--- config.mk ---
export PLATFORM = sky130hd
export DESIGN_NAME = serial_attenuator_control_flat
export DESIGN_NICKNAME = d
export VERILOG_FILES = /design/src/design/serial_attenuator_pkg.sv /design/src/design/attenuator_link_if.sv /design/src/design/serial_attenuator_control.sv /design/src/flat_wrapper.sv
export SDC_FILE = /design/constraint.sdc
export NUM_CORES = 1
export LEC_CHECK = 0
export BUFFER_PORTS_ARGS = -buffer_cell sky130_fd_sc_hd__buf_2
export CAP_MARGIN = 5
export CORE_ASPECT_RATIO = 1.4
export CORE_MARGIN = 2
export CORE_UTILIZATION = 50
export CTS_CLUSTER_DIAMETER = 60
export DETAILED_ROUTE_END_ITERATION = 6
export PLACE_DENSITY = 0.77
export SLEW_MARGIN = 0
export SYNTH_ARGS = -nofsm -noshare
export SYNTH_HDL_FRONTEND = slang
export SYNTH_SLANG_ARGS = --single-unit
--- constraint.sdc ---
create_clock -name sys_clk -period 2.52 [get_ports sys_clk]
set_input_delay 0.378 -clock sys_clk [delete_from_list [all_inputs] [get_ports sys_clk]]
set_output_delay 0.378 -clock sys_clk [all_outputs]
set_load 0.01 [all_outputs]
--- src/design/serial_attenuator_pkg.sv ---
/*
  Shared constants for the serial attenuator link: word layout, channel
  codes, attenuation decode limits and link timing.
  Assumes both ends run on a 10 MHz system clock.
*/
package serial_attenuator_pkg;

  // ----------------------------------------------------------------
  // word layout
  // ----------------------------------------------------------------
  localparam int FIELD_BITS = 8;
  localparam int WORD_BITS  = 2 * FIELD_BITS;
  localparam int NUM_CHAN   = 3;
  localparam int ADDR_MSB   = WORD_BITS - 1;
  localparam int ADDR_LSB   = FIELD_BITS;
  localparam int ATTN_MSB   = FIELD_BITS - 1;

  localparam logic [FIELD_BITS-1:0] CHAN_ONE_CODE   = 8'h00;
  localparam logic [FIELD_BITS-1:0] CHAN_TWO_CODE   = 8'h01;
  localparam logic [FIELD_BITS-1:0] CHAN_THREE_CODE = 8'h02;

  // ----------------------------------------------------------------
  // attenuation decode, levels in half-dB units
  // ----------------------------------------------------------------
  localparam logic [FIELD_BITS-1:0] FINE_END   = 8'h20;
  localparam logic [FIELD_BITS-1:0] MEDIUM_END = 8'h40;
  localparam logic [FIELD_BITS-1:0] MUTE_MIN   = 8'h4F;
  localparam logic [FIELD_BITS-1:0] MEDIUM_BASE = 8'h20;
  localparam logic [FIELD_BITS-1:0] COARSE_BASE = 8'h60;
  localparam logic [FIELD_BITS-1:0] MUTE_LEVEL  = 8'hC8;
  localparam logic [FIELD_BITS-1:0] MUTE_CODE   = 8'hFF;

  // ----------------------------------------------------------------
  // link pins: {link clock, frame select low, serial data}
  // ----------------------------------------------------------------
  localparam int PIN_CLK   = 2;
  localparam int PIN_FRAME = 1;
  localparam int PIN_DATA  = 0;
  localparam logic [2:0] PINS_IDLE = 3'h2;

  // ----------------------------------------------------------------
  // timing
  // ----------------------------------------------------------------
  localparam int SYS_PERIOD_NS  = 100;
  localparam int FRAME_SETUP_NS = 150;
  localparam int LINK_PERIOD_NS = 800;
  localparam int SETUP_CYCLES =
    (FRAME_SETUP_NS + SYS_PERIOD_NS - 1) / SYS_PERIOD_NS;
  localparam int HALF_CYCLES = LINK_PERIOD_NS / 2 / SYS_PERIOD_NS;
  localparam int CNT_BITS = 4;
  localparam logic [CNT_BITS-1:0] SETUP_LAST =
    CNT_BITS'(SETUP_CYCLES - 1);
  localparam logic [CNT_BITS-1:0] HALF_LAST =
    CNT_BITS'(HALF_CYCLES - 1);
  localparam logic [4:0] BIT_LAST = 5'(WORD_BITS - 1);

endpackage : serial_attenuator_pkg

--- src/design/attenuator_link_if.sv ---
/*
  Three-wire link between the host end and the attenuator end, plus the
  chain output coming back.
  Assumes the bench joins both modports; all wires are one-way.
*/
`timescale 1ns/100ps
interface attenuator_link_if;
  logic linkClk;
  logic frameSelN;
  logic serialIn;
  logic chainOut;

  modport device (
    input  linkClk,
    input  frameSelN,
    input  serialIn,
    output chainOut
  );

  modport host (
    output linkClk,
    output frameSelN,
    output serialIn,
    input  chainOut
  );
endinterface : attenuator_link_if

--- src/design/serial_attenuator_control.sv ---
/*
  Attenuator end: samples the link pins, shifts 16-bit words, passes
  displaced bits down the chain and applies latched words to channels.
  Assumes the link pins are asynchronous to sys_clk and that a link
  half period spans at least four sys_clk cycles.
*/
//
// Function
// - sample serial data on link clock rise
// - shift only while frame select low
// - displaced bits leave on chain output
// - host raises frame after all bits
// - frame low 150 ns before first rise
// - frame stays low for whole word
// - word is 8-bit address, 8-bit attenuation
// - MSB first, address field before attenuation
// - all channels muted at power-up
// - code 0x4F or above mutes channel
// - valid address applies latched code
// - channel codes 0x00, 0x01, 0x02
// - unaddressed channels keep their settings
// - chain of n needs 16n bits; the registered chain output adds one bit per hop, so 17n-1 here
`timescale 1ns/100ps
module serial_attenuator_control
  import serial_attenuator_pkg::*;
(
  input  wire logic                             sys_clk,
  input  wire logic                             reset,
  attenuator_link_if.device                     link,
  output logic [NUM_CHAN-1:0]                   chanMuted_q,
  output logic [NUM_CHAN-1:0][FIELD_BITS-1:0]   chanCode_q,
  output logic [NUM_CHAN-1:0][FIELD_BITS-1:0]   chanLevel_q,
  output logic                                  wordLatched_q,
  output logic                                  badAddr_q
);

  // ----------------------------------------------------------------
  // decode helpers
  // ----------------------------------------------------------------
  // channel index of an address, NUM_CHAN when not recognised
  function automatic int chanIndex(input logic [FIELD_BITS-1:0] addr);
    int idx;
    idx = NUM_CHAN;
    if (addr == CHAN_ONE_CODE) begin
      idx = 0;
    end else if (addr == CHAN_TWO_CODE) begin
      idx = 1;
    end else if (addr == CHAN_THREE_CODE) begin
      idx = 2;
    end
    return idx;
  endfunction : chanIndex

  // level in half-dB units for a code
  function automatic logic [FIELD_BITS-1:0] halfDb(
    input logic [FIELD_BITS-1:0] code
  );
    logic [FIELD_BITS-1:0] lvl;
    lvl = MUTE_LEVEL;
    if (code < FINE_END) begin
      lvl = code;
    end else if (code < MEDIUM_END) begin
      lvl = FIELD_BITS'(MEDIUM_BASE + ((code - FINE_END) << 1));
    end else if (code < MUTE_MIN) begin
      lvl = FIELD_BITS'(COARSE_BASE + ((code - MEDIUM_END) << 2));
    end
    return lvl;
  endfunction : halfDb

  // ----------------------------------------------------------------
  // pin synchronisers and agreement filter
  // ----------------------------------------------------------------
  logic [2:0] pinsRaw;
  logic [2:0] sync1_q;
  logic [2:0] sync2_q;
  logic [2:0] sync3_q;
  logic [2:0] pins_q;
  logic [2:0] pins_d;
  logic [2:0] differ;

  assign pinsRaw[PIN_CLK]   = link.linkClk;
  assign pinsRaw[PIN_FRAME] = link.frameSelN;
  assign pinsRaw[PIN_DATA]  = link.serialIn;

  always_ff @(posedge sys_clk) begin
    if (reset) begin
      sync1_q <= PINS_IDLE;
      sync2_q <= PINS_IDLE;
      sync3_q <= PINS_IDLE;
    end else begin
      sync1_q <= pinsRaw;
      sync2_q <= sync1_q;
      sync3_q <= sync2_q;
    end
  end

  // a pin changes only once the two later stages agree; a one-cycle
  // glitch on the cable never reaches the shift logic
  assign differ = sync2_q ^ sync3_q;
  assign pins_d = (sync3_q & ~differ) | (pins_q & differ);
  // limitation: a link level must stand two sys_clk or more, or the
  // filter swallows it and the bit is lost

  always_ff @(posedge sys_clk) begin
    if (reset) begin
      pins_q <= PINS_IDLE;
    end else begin
      pins_q <= pins_d;
    end
  end

  // ----------------------------------------------------------------
  // edge detection
  // ----------------------------------------------------------------
  logic clkRise;
  logic frameRise;
  logic shiftEn;

  assign clkRise   = pins_d[PIN_CLK] & ~pins_q[PIN_CLK];
  assign frameRise = pins_d[PIN_FRAME] & ~pins_q[PIN_FRAME];
  // data is taken from the same filtered snapshot as the clock edge
  assign shiftEn   = clkRise & ~pins_d[PIN_FRAME];
  // a shift and a latch never share a cycle: one needs the filtered
  // frame low, the other its rise

  // ----------------------------------------------------------------
  // shift register and chain output
  // ----------------------------------------------------------------
  logic [WORD_BITS-1:0] shift_q;
  logic                 chainOut_q;

  always_ff @(posedge sys_clk) begin
    if (reset) begin
      shift_q <= '0;
    end else if (shiftEn) begin
      // first bit in ends at the top: MSB-first, address first
      shift_q <= {shift_q[WORD_BITS-2:0], pins_d[PIN_DATA]};
    end
  end

  // the bit pushed out of the top goes downstream; it moves only on a
  // shift so it is settled well before the next rise
  always_ff @(posedge sys_clk) begin
    if (reset) begin
      chainOut_q <= 1'b0;
    end else if (shiftEn) begin
      chainOut_q <= shift_q[WORD_BITS-1];
    end
  end

  assign link.chainOut = chainOut_q;

  // ----------------------------------------------------------------
  // latch and decode
  // ----------------------------------------------------------------
  logic [FIELD_BITS-1:0] latchAddr;
  logic [FIELD_BITS-1:0] latchCode;
  int                    target;

  assign latchAddr = shift_q[ADDR_MSB:ADDR_LSB];
  assign latchCode = shift_q[ATTN_MSB:0];
  assign target    = chanIndex(latchAddr);
  // the shift register doubles as the latch: it is read only on the
  // filtered frame rise, and no shift can come in that cycle

  // ----------------------------------------------------------------
  // channel settings
  // ----------------------------------------------------------------
  // a mute code is kept as sent so that the host can read back what
  // it asked for; the level output already shows the mute level
  always_ff @(posedge sys_clk) begin
    if (reset) begin
      // power-up places every channel into mute
      chanMuted_q <= '1;
      for (int i = 0; i < NUM_CHAN; i++) begin
        chanCode_q[i]  <= MUTE_CODE;
        chanLevel_q[i] <= MUTE_LEVEL;
      end
    end else if (frameRise) begin
      for (int i = 0; i < NUM_CHAN; i++) begin
        // only the addressed channel moves
        if (target == i) begin
          chanCode_q[i]  <= latchCode;
          chanLevel_q[i] <= halfDb(latchCode);
          chanMuted_q[i] <= (latchCode >= MUTE_MIN);
        end
      end
    end
  end

  // ----------------------------------------------------------------
  // status pulses
  // ----------------------------------------------------------------
  always_ff @(posedge sys_clk) begin
    if (reset) begin
      wordLatched_q <= 1'b0;
      badAddr_q     <= 1'b0;
    end else begin
      wordLatched_q <= frameRise;
      badAddr_q     <= frameRise & (target == NUM_CHAN);
    end
  end

endmodule : serial_attenuator_control

--- src/flat_wrapper.sv ---
// flat-port wrapper written by rule: the top's interface ports become plain ports
module serial_attenuator_control_flat import serial_attenuator_pkg::*;
  (sys_clk, reset, chanMuted_q, chanCode_q, chanLevel_q, wordLatched_q, badAddr_q, link_linkClk, link_frameSelN, link_serialIn, link_chainOut);
  attenuator_link_if link_i ();
  input  wire logic sys_clk;
  input  wire logic reset;
  output logic [NUM_CHAN-1:0] chanMuted_q;
  output logic [NUM_CHAN-1:0][FIELD_BITS-1:0] chanCode_q;
  output logic [NUM_CHAN-1:0][FIELD_BITS-1:0] chanLevel_q;
  output logic wordLatched_q;
  output logic badAddr_q;
  input wire logic [$bits(link_i.linkClk)-1:0] link_linkClk;
  input wire logic [$bits(link_i.frameSelN)-1:0] link_frameSelN;
  input wire logic [$bits(link_i.serialIn)-1:0] link_serialIn;
  output wire logic [$bits(link_i.chainOut)-1:0] link_chainOut;
  assign link_i.linkClk = link_linkClk;
  assign link_i.frameSelN = link_frameSelN;
  assign link_i.serialIn = link_serialIn;
  assign link_chainOut = link_i.chainOut;
  serial_attenuator_control u_core (.sys_clk(sys_clk), .reset(reset), .link(link_i), .chanMuted_q(chanMuted_q), .chanCode_q(chanCode_q), .chanLevel_q(chanLevel_q), .wordLatched_q(wordLatched_q), .badAddr_q(badAddr_q));
endmodule
==> results.yml, run 1 <==
detailed_routing:
  drc: 0
  drt-initial-drc-count: 144
  vias_per_cell: 5.489
  wl_per_cell_um: 14.49
  wirelength_mm: 6.751
  antenna_left: 0
  dr.pass1.iters: 4
  vias: 2558
setup_path:
  crit_type: "reg2reg"
  reg2reg_depth: 3
  start_kind: "flip-flop"
  cp.arrival_ps: 2270
  critPathCaptureType: "flip-flop"
  required_ps: 2770
  cp_max_fo: 25
floorplanning:
  fp.dieW_um: 71.05
  initial_core_util_pct: 51.01
  pin_count: 59
  fp.coreArea_um2: 6168
  fp-row-count: 34
  die_h_um: 97.87
  die-area_um2: 6953
layout:
  layout-drive-gt1-share_pct: 23.86
  fin_area_um2: 3699
  n_fill_cell: 544
  final_cell_mix: "dfxtp_1, buf_2, nor2_1"
  area_delta_synth_final_pct: 17.53
  final_common_cell: "dfxtp_1"
  diodes: 0
  nets: 398
clock_network:
  cts_resized: 0
  cts.sinks: 82
  postCtsSetupBuffers: 0
  worstSkewPairLatency_ps: 360
  cts_root_buf: "clkbuf_8"
  cts_hold_buf: 0
  cts_max_level: 3
  clockBufferDepth: 2
  cts.clk_slew.worst_paths_ps: 80
  cts_buffers: 9
  cts_tree: "yes"
global_route:
  antenna_found_initial: 0
  grt_max_degree: 37
  grt_pass1_wl_mm: 11.25
  first_global_vias: 2330
  grt_usage_pct: 20.42
  grt_overflow: 0
power_and_ir_drop:
  p_leak_uw: 0.001368
  p_per_area_nw_per_um2: 650.5
  ir_drop_mv: 0.4483
logic_synthesis:
  syn_area_um2: 3147
  synth_fp_nets: 347
  ys_seq_area_share_pct: 52.17
  ys.warnings.count: 0
  synth_top_flop_cell: "dfxtp_1"
  synth_edf_count: 0
  synth.avg_cell_area_um2: 9.310
  synth.ff_latch_count: 82
  synth_cell_types: 37
  netlist_instances: 338
  async_reset_ff_share_pct: 0
timing:
  max_slew_margin_pct: 52.60
  setup-tns-final_ps: 0
  finalMaxSlewViolations: 0
  fin_worst_skew_ps: 13.94
  hold_viol: 0
  finalSetupViolCount: 0
  worstMarginPinSlew_ps: 704.5
  timing.fmax_ghz: 0.4945
  finalCriticalPeriod_ps: 2022
  rsz0062_at_grt: "no"
  min_period_over_period_pct: 80.24
worst_hold_path:
  whs_path_depth: 2
  hold_path.class: "in2reg"
place:
  io_buffers: 58
  placedInstanceArea_um2: 3472
  dp_hpwl_mm: 4.539
  routabilityCongestion: 0.8396
run:
  drv_cap: 0
run_status:
  outcome: "complete, no violations"
==> cells by family (layout without fill, tap and decap cells) <==
logic type	count (synthesis)	after routing	synth area share, %
DFF	82	82	52.17
buffers and inverters	33	89	4.533
adders and majority gates	5	5	1.909
and+or+nand+nor	135	135	21.55
AOI/OAI and AO/OA	66	66	14.43
muxes	17	17	5.407
==> cell usage after synthesis (2+ instances only) <==
| cell | count | area share (%) |
|---|---|---|
| nor2_1 | 44 | 5.2 |
| nor2b_1 | 7 | 1.4 |
| or2_2 | 7 | 1.4 |
| buf_2 | 3 | 0.48 |
| nand2_1 | 40 | 4.8 |
| dfxtp_1 | 82 | 52 |
| a31oi_1 | 3 | 0.60 |
| mux2i_1 | 17 | 5.4 |
| o21ai_0 | 5 | 0.80 |
| o31ai_1 | 7 | 1.7 |
| a211o_1 | 18 | 5.0 |
| nand3b_1 | 16 | 3.8 |
| nor3_1 | 7 | 1.1 |
| o21bai_1 | 2 | 0.48 |
| a21oi_1 | 24 | 3.8 |
| inv_1 | 8 | 0.95 |
| buf_6 | 2 | 0.72 |
| ha_1 | 4 | 1.6 |
| clkbuf_1 | 19 | 2.3 |
| or4_4 | 2 | 0.72 |
| a311oi_1 | 2 | 0.56 |
| and4_1 | 2 | 0.56 |
| nand4_1 | 3 | 0.60 |
==> power breakdown <==
| group | leakage (uW) | internal (uW) | total, uW | switching (uW) |
|---|---|---|---|---|
| sequential | 0.000664 | 1300 | 1300 | 2.94 |
| clock | 0.000109 | 586 | 1060 | 476 |
| combinational | 0.000596 | 14.9 | 39.7 | 24.7 |
| total | 0.00137 | 1900 | 2410 | 504 |
==> routing by layer <==
metal  routed length (um)  vias to the layer above  track usage (%)
li1                     -                     1274                -
met4                  125                        0            7.547
met2                 3292                       57            33.57
met1                 3035                     1215            25.54
met3                  298                       12            5.470
met5                    0                        -                0
==> path summary, 6_finish.rpt <==
check                                                     endpoint                       startpoint  slack [ps]
worst min register to register        u_core.sync2_q[1]$_SDFF_PP1_     u_core.sync1_q[1]$_SDFF_PP1_         410
worst min-delay path                  u_core.sync1_q[1]$_SDFF_PP1_                   link_frameSelN         210
worst max-delay path            u_core.chanCode_q[19]$_SDFFE_PP1P_  u_core.shift_q[15]$_SDFFE_PP0P_         500
worst max register to register  u_core.chanCode_q[19]$_SDFFE_PP1P_  u_core.shift_q[15]$_SDFFE_PP0P_         500
==> flip-flops by register name (all words and copies together), names as in the netlist <==
name                  flops
u_core.badAddr_q          1
u_core.chanCode_q        24
u_core.chanLevel_q       24
u_core.chanMuted_q        3
u_core.link.chainOut      1
u_core.pins_q             3
u_core.shift_q           16
u_core.sync1_q            3
u_core.sync2_q            3
u_core.sync3_q            3
u_core.wordLatched_q      1
==> metrics by stage <==
| step | total power (uW) | setup WS [ps] | util (%) | std cells | hold slack [ps] |
|---|---|---|---|---|---|
| after global routing | 2476 | 447.4 | 59.96 | 466 | 205.6 |
| after floorplan | 1362 | 513.2 | - | 338 | 389.5 |
| after detailed placement | 1375 | 507.0 | 56.29 | 450 | 395.0 |
| after global placement | 1374 | 542.9 | 56.29 | 450 | 398.4 |
| final | 2406 | 497.8 | 59.96 | 466 | 212.3 |
| after CTS | 2417 | 502.2 | 59.96 | 466 | 204.4 |
==> critical path, stage by stage, from the launching register on <==
cell,delay [ps]
dfxtp_1,340
or4_4,550
or4_4,680
a211o_1,340
==> cell type report <==
class / count / area [um^2] / area share, %
Timing Repair Buffer: 65 / 342.8 / 9.269
Clock inverter: 6 / 88.84 / 2.402
Clock buffer: 10 / 137.6 / 3.721
Multi-Input combinational cell: 223 / 1368 / 36.98
Sequential cell: 82 / 1642 / 44.38
Inverter: 8 / 30.03 / 0.8119
Tap cell: 72 / 90.09 / 2.436
No activity file was read; power rests on OpenSTA's default activity.
==> run 2, diff against run 1 <==
--- a/config.mk
+++ b/config.mk
@@ -5,6 +5,7 @@
 export SDC_FILE = /design/constraint.sdc
 export NUM_CORES = 1
 export LEC_CHECK = 0
+export ABC_AREA = 1
 export BUFFER_PORTS_ARGS = -buffer_cell sky130_fd_sc_hd__buf_2
 export CAP_MARGIN = 5
 export CORE_ASPECT_RATIO = 1.4
==> constraint.sdc (replaced) <==
create_clock -name sys_clk -period 2 [get_ports sys_clk]
set_input_delay 0.3 -clock sys_clk [delete_from_list [all_inputs] [get_ports sys_clk]]
set_output_delay 0.3 -clock sys_clk [all_outputs]
set_load 0.01 [all_outputs]
==> run 2 against run 1 <==
Register-to-register slack got worse by 170 ps. Clock skew fell by 3.9 ps. Synthesized cell count grew 17%. Routed wire length up 5.2%. Die area increased by 2.6%. Fmax is 21% higher. First-iteration DRC count increased by 8.3%. Clock power is 18% higher. Via count up 10%. Critical path type unchanged. Critical endpoint is now u_core.chanLevel_q[11]$_SDFFE_PP1P_. Largest power group unchanged.
==> results.yml, run 2 <==
run_status:
  outcome: "complete, no violations"
logic_synthesis:
  yosysMostFrequentCell: "nand2_1"
  yosysTopAreaCell: "dfxtp_1"
  ys_seq_area_share_pct: 50.77
  yosysTopAreaCellShare_pct: 50.77
  synth_cell_types: 32
  netlist_instances: 395
  syn_area_um2: 3233
  synth_compound_area_share_pct: 16.56
  synthAdderAreaFrac_pct: 1.548
  synth.ff_latch_count: 82
  async_reset_ff_share_pct: 0
  yosys-top-cells-count: "nand2_1, dfxtp_1, a21oi_1"
  synthMuxAreaShare_pct: 0
  synth_top_family_by_area: "simple AND/OR/NAND/NOR gates"
  synth_edf_count: 0
  synth.area.top_cells: "dfxtp_1, nand2_1, a21oi_1"
  ys.warnings.count: 0
  synth_xor_xnor_area_share_pct: 0.2709
  synth_fp_nets: 404
  yosys.area_share.simple_pct: 22.72
  synth_top_flop_cell: "dfxtp_1"
  synth.avg_cell_area_um2: 8.185
timing:
  min_period_over_period_pct: 83.52
  hold_viol: 0
  hold_slack_ps: 121.1
  finalCriticalPeriod_ps: 1670
  setup-tns-final_ps: 0
  finalMaxSlewViolations: 0
  finalSetupViolCount: 0
  fin_worst_skew_ps: 10.03
  rsz0062_at_grt: "no"
  worstMarginPinSlew_ps: 451.5
  setup_slack_ps: 329.5
  timing.fmax_ghz: 0.5986
  max_slew_margin_pct: 69.86
setup_path:
  cp_max_fo: 7
  timing.rr.start: "u_core.shift_q[5]$_SDFFE_PP0P_"
  reg2reg_depth: 10
  crit_type: "reg2reg"
  required_ps: 2250
  critPathCaptureType: "flip-flop"
  ff2ff_setup_slack_ps: 330
  start_kind: "flip-flop"
  rr_endpoint: "u_core.chanLevel_q[11]$_SDFFE_PP1P_"
  cp.arrival_ps: 1920
floorplanning:
  pin_count: 59
  fp.coreArea_um2: 6254
  initial_core_util_pct: 51.70
  die_h_um: 99.15
  fp-row-count: 34
  fp.dieW_um: 71.96
  die-area_um2: 7134
detailed_routing:
  drc: 0
  antenna_left: 0
  drt-initial-drc-count: 156
  vias_per_cell: 5.350
  dr.pass1.iters: 5
  wl_per_cell_um: 13.45
  vias: 2825
  wirelength_mm: 7.104
global_route:
  grt_overflow: 0
  grt_max_degree: 50
  antenna_found_initial: 0
  first_global_vias: 2587
  grt_usage_pct: 21.04
  grt_pass1_wl_mm: 11.72
clock_network:
  clockBufferDepth: 2
  cts.clk_slew.worst_paths_ps: 80
  cts_max_level: 3
  postCtsSetupBuffers: 0
  cts_root_buf: "clkbuf_8"
  cts_hold_buf: 0
  cts_tree: "yes"
  cts.sinks: 82
  cts_buffers: 9
  cts_resized: 0
  worstSkewPairLatency_ps: 360
layout:
  diodes: 0
  fin_util_pct: 60.16
  top_regs: "u_core.chanCode_q (24), u_core.chanLevel_q (24), u_core.shift_q (16)"
  final_common_cell: "nand2_1"
  area_delta_synth_final_pct: 16.37
  nets: 461
  layout-drive-gt1-share_pct: 23.68
  final_cell_mix: "nand2_1, dfxtp_1, buf_2"
  n_fill_cell: 576
place:
  io_buffers: 58
  dp_hpwl_mm: 5.116
  pre_cts_ws_ps: 372.2
  routabilityCongestion: 0.8941
power_and_ir_drop:
  ir_drop_mv: 0.4337
  p_per_area_nw_per_um2: 782.7
  p_leak_uw: 0.001747
worst_hold_path:
  hold_path_end: "u_core.sync1_q[1]$_SDFF_PP1_"
  hold_path.class: "in2reg"
  whs_path_depth: 2
  hp-start: "link_frameSelN"
run:
  drv_cap: 0
-- run 2: cell count changes in the layout (fill, tap and decap cells not counted), moves of 16 or more --
cell | previous run | this run
a211o_1 | 18 | 0
nand2_1 | 40 | 96
mux2i_1 | 17 | 0
nor2_1 | 44 | 28
nand3b_1 | 16 | 0
inv_1 | 8 | 29
o211ai_1 | 0 | 22
nand3_1 | 0 | 21
-- run 2: final cells by class --
type / count / area [um^2] / area share [%]
Clock buffer: 12 / 165.2 / 4.390
Clock inverter: 3 / 46.29 / 1.230
Inverter: 36 / 135.1 / 3.592
Multi-Input combinational cell: 258 / 1329 / 35.32
Sequential cell: 82 / 1642 / 43.63
Tap cell: 72 / 90.09 / 2.394
Timing Repair Buffer: 65 / 355.3 / 9.445
-- run 2: worst max-delay path by stage --
stage                                         startpoint                             endpoint  slack [ps]  cells after the start
after global placement    u_core.shift_q[5]$_SDFFE_PP0P_  u_core.chanLevel_q[11]$_SDFFE_PP1P_         410                     10
after detailed placement  u_core.shift_q[5]$_SDFFE_PP0P_  u_core.chanLevel_q[11]$_SDFFE_PP1P_         370                     10
after CTS                 u_core.shift_q[5]$_SDFFE_PP0P_  u_core.chanLevel_q[11]$_SDFFE_PP1P_         350                     10
final                     u_core.shift_q[5]$_SDFFE_PP0P_  u_core.chanLevel_q[11]$_SDFFE_PP1P_         330                     10
after global routing      u_core.shift_q[5]$_SDFFE_PP0P_  u_core.chanLevel_q[19]$_SDFFE_PP1P_         160                     10
after floorplan           u_core.shift_q[5]$_SDFFE_PP0P_  u_core.chanLevel_q[11]$_SDFFE_PP1P_         480                     11
-- run 2: per-layer routing --
metal	GRT usage, %	share of wire, %	up-vias	wire length [um]
met2	36.25	52	99	3674
met3	5.775	6.2	10	437
li1	-	-	1411	-
met1	24.63	41	1305	2914
met5	0	0	-	0
met4	7.983	1.1	0	77
-- run 2: critical path, stage by stage, from the launching register on --
cell and delay, ps:
dfxtp_1 450, clkinv_1 210, ha_1 230, nand2_1 60
nor2_1 40, nand2_1 130, nand2_2 100, o21bai_1 130
nand2_1 100, nand2_1 70, nand2_1 50
-- run 2: cell families (layout without fill, tap and decap cells) --
kind of cell / Yosys count / in the layout
xor+xnor: 1 / 1
simple gates: 165 / 165
flops: 82 / 82
compound gates: 88 / 88
buf+inv: 55 / 116
fa+ha+maj: 4 / 4
-- run 2: power breakdown --
part           leakage, uW  internal [uW]  switching (uW)  total (uW)
Combinational     0.000978           16.4            35.9        52.3
Clock             0.000105            676             575        1250
Sequential        0.000663           1640            3.04        1640
Total              0.00175           2330             614        2940
-- run 2: metrics by stage --
| stage | cell area [um^2] | instances | power, uW |
|---|---|---|---|
| after global placement | 3551 | 513 | 1732 |
| after floorplan | 3233 | 395 | 1718 |
| after global routing | 3762 | 528 | 3055 |
| after CTS | 3762 | 528 | 2966 |
| final | 3762 | 528 | 2945 |
| after detailed placement | 3551 | 513 | 1734 |
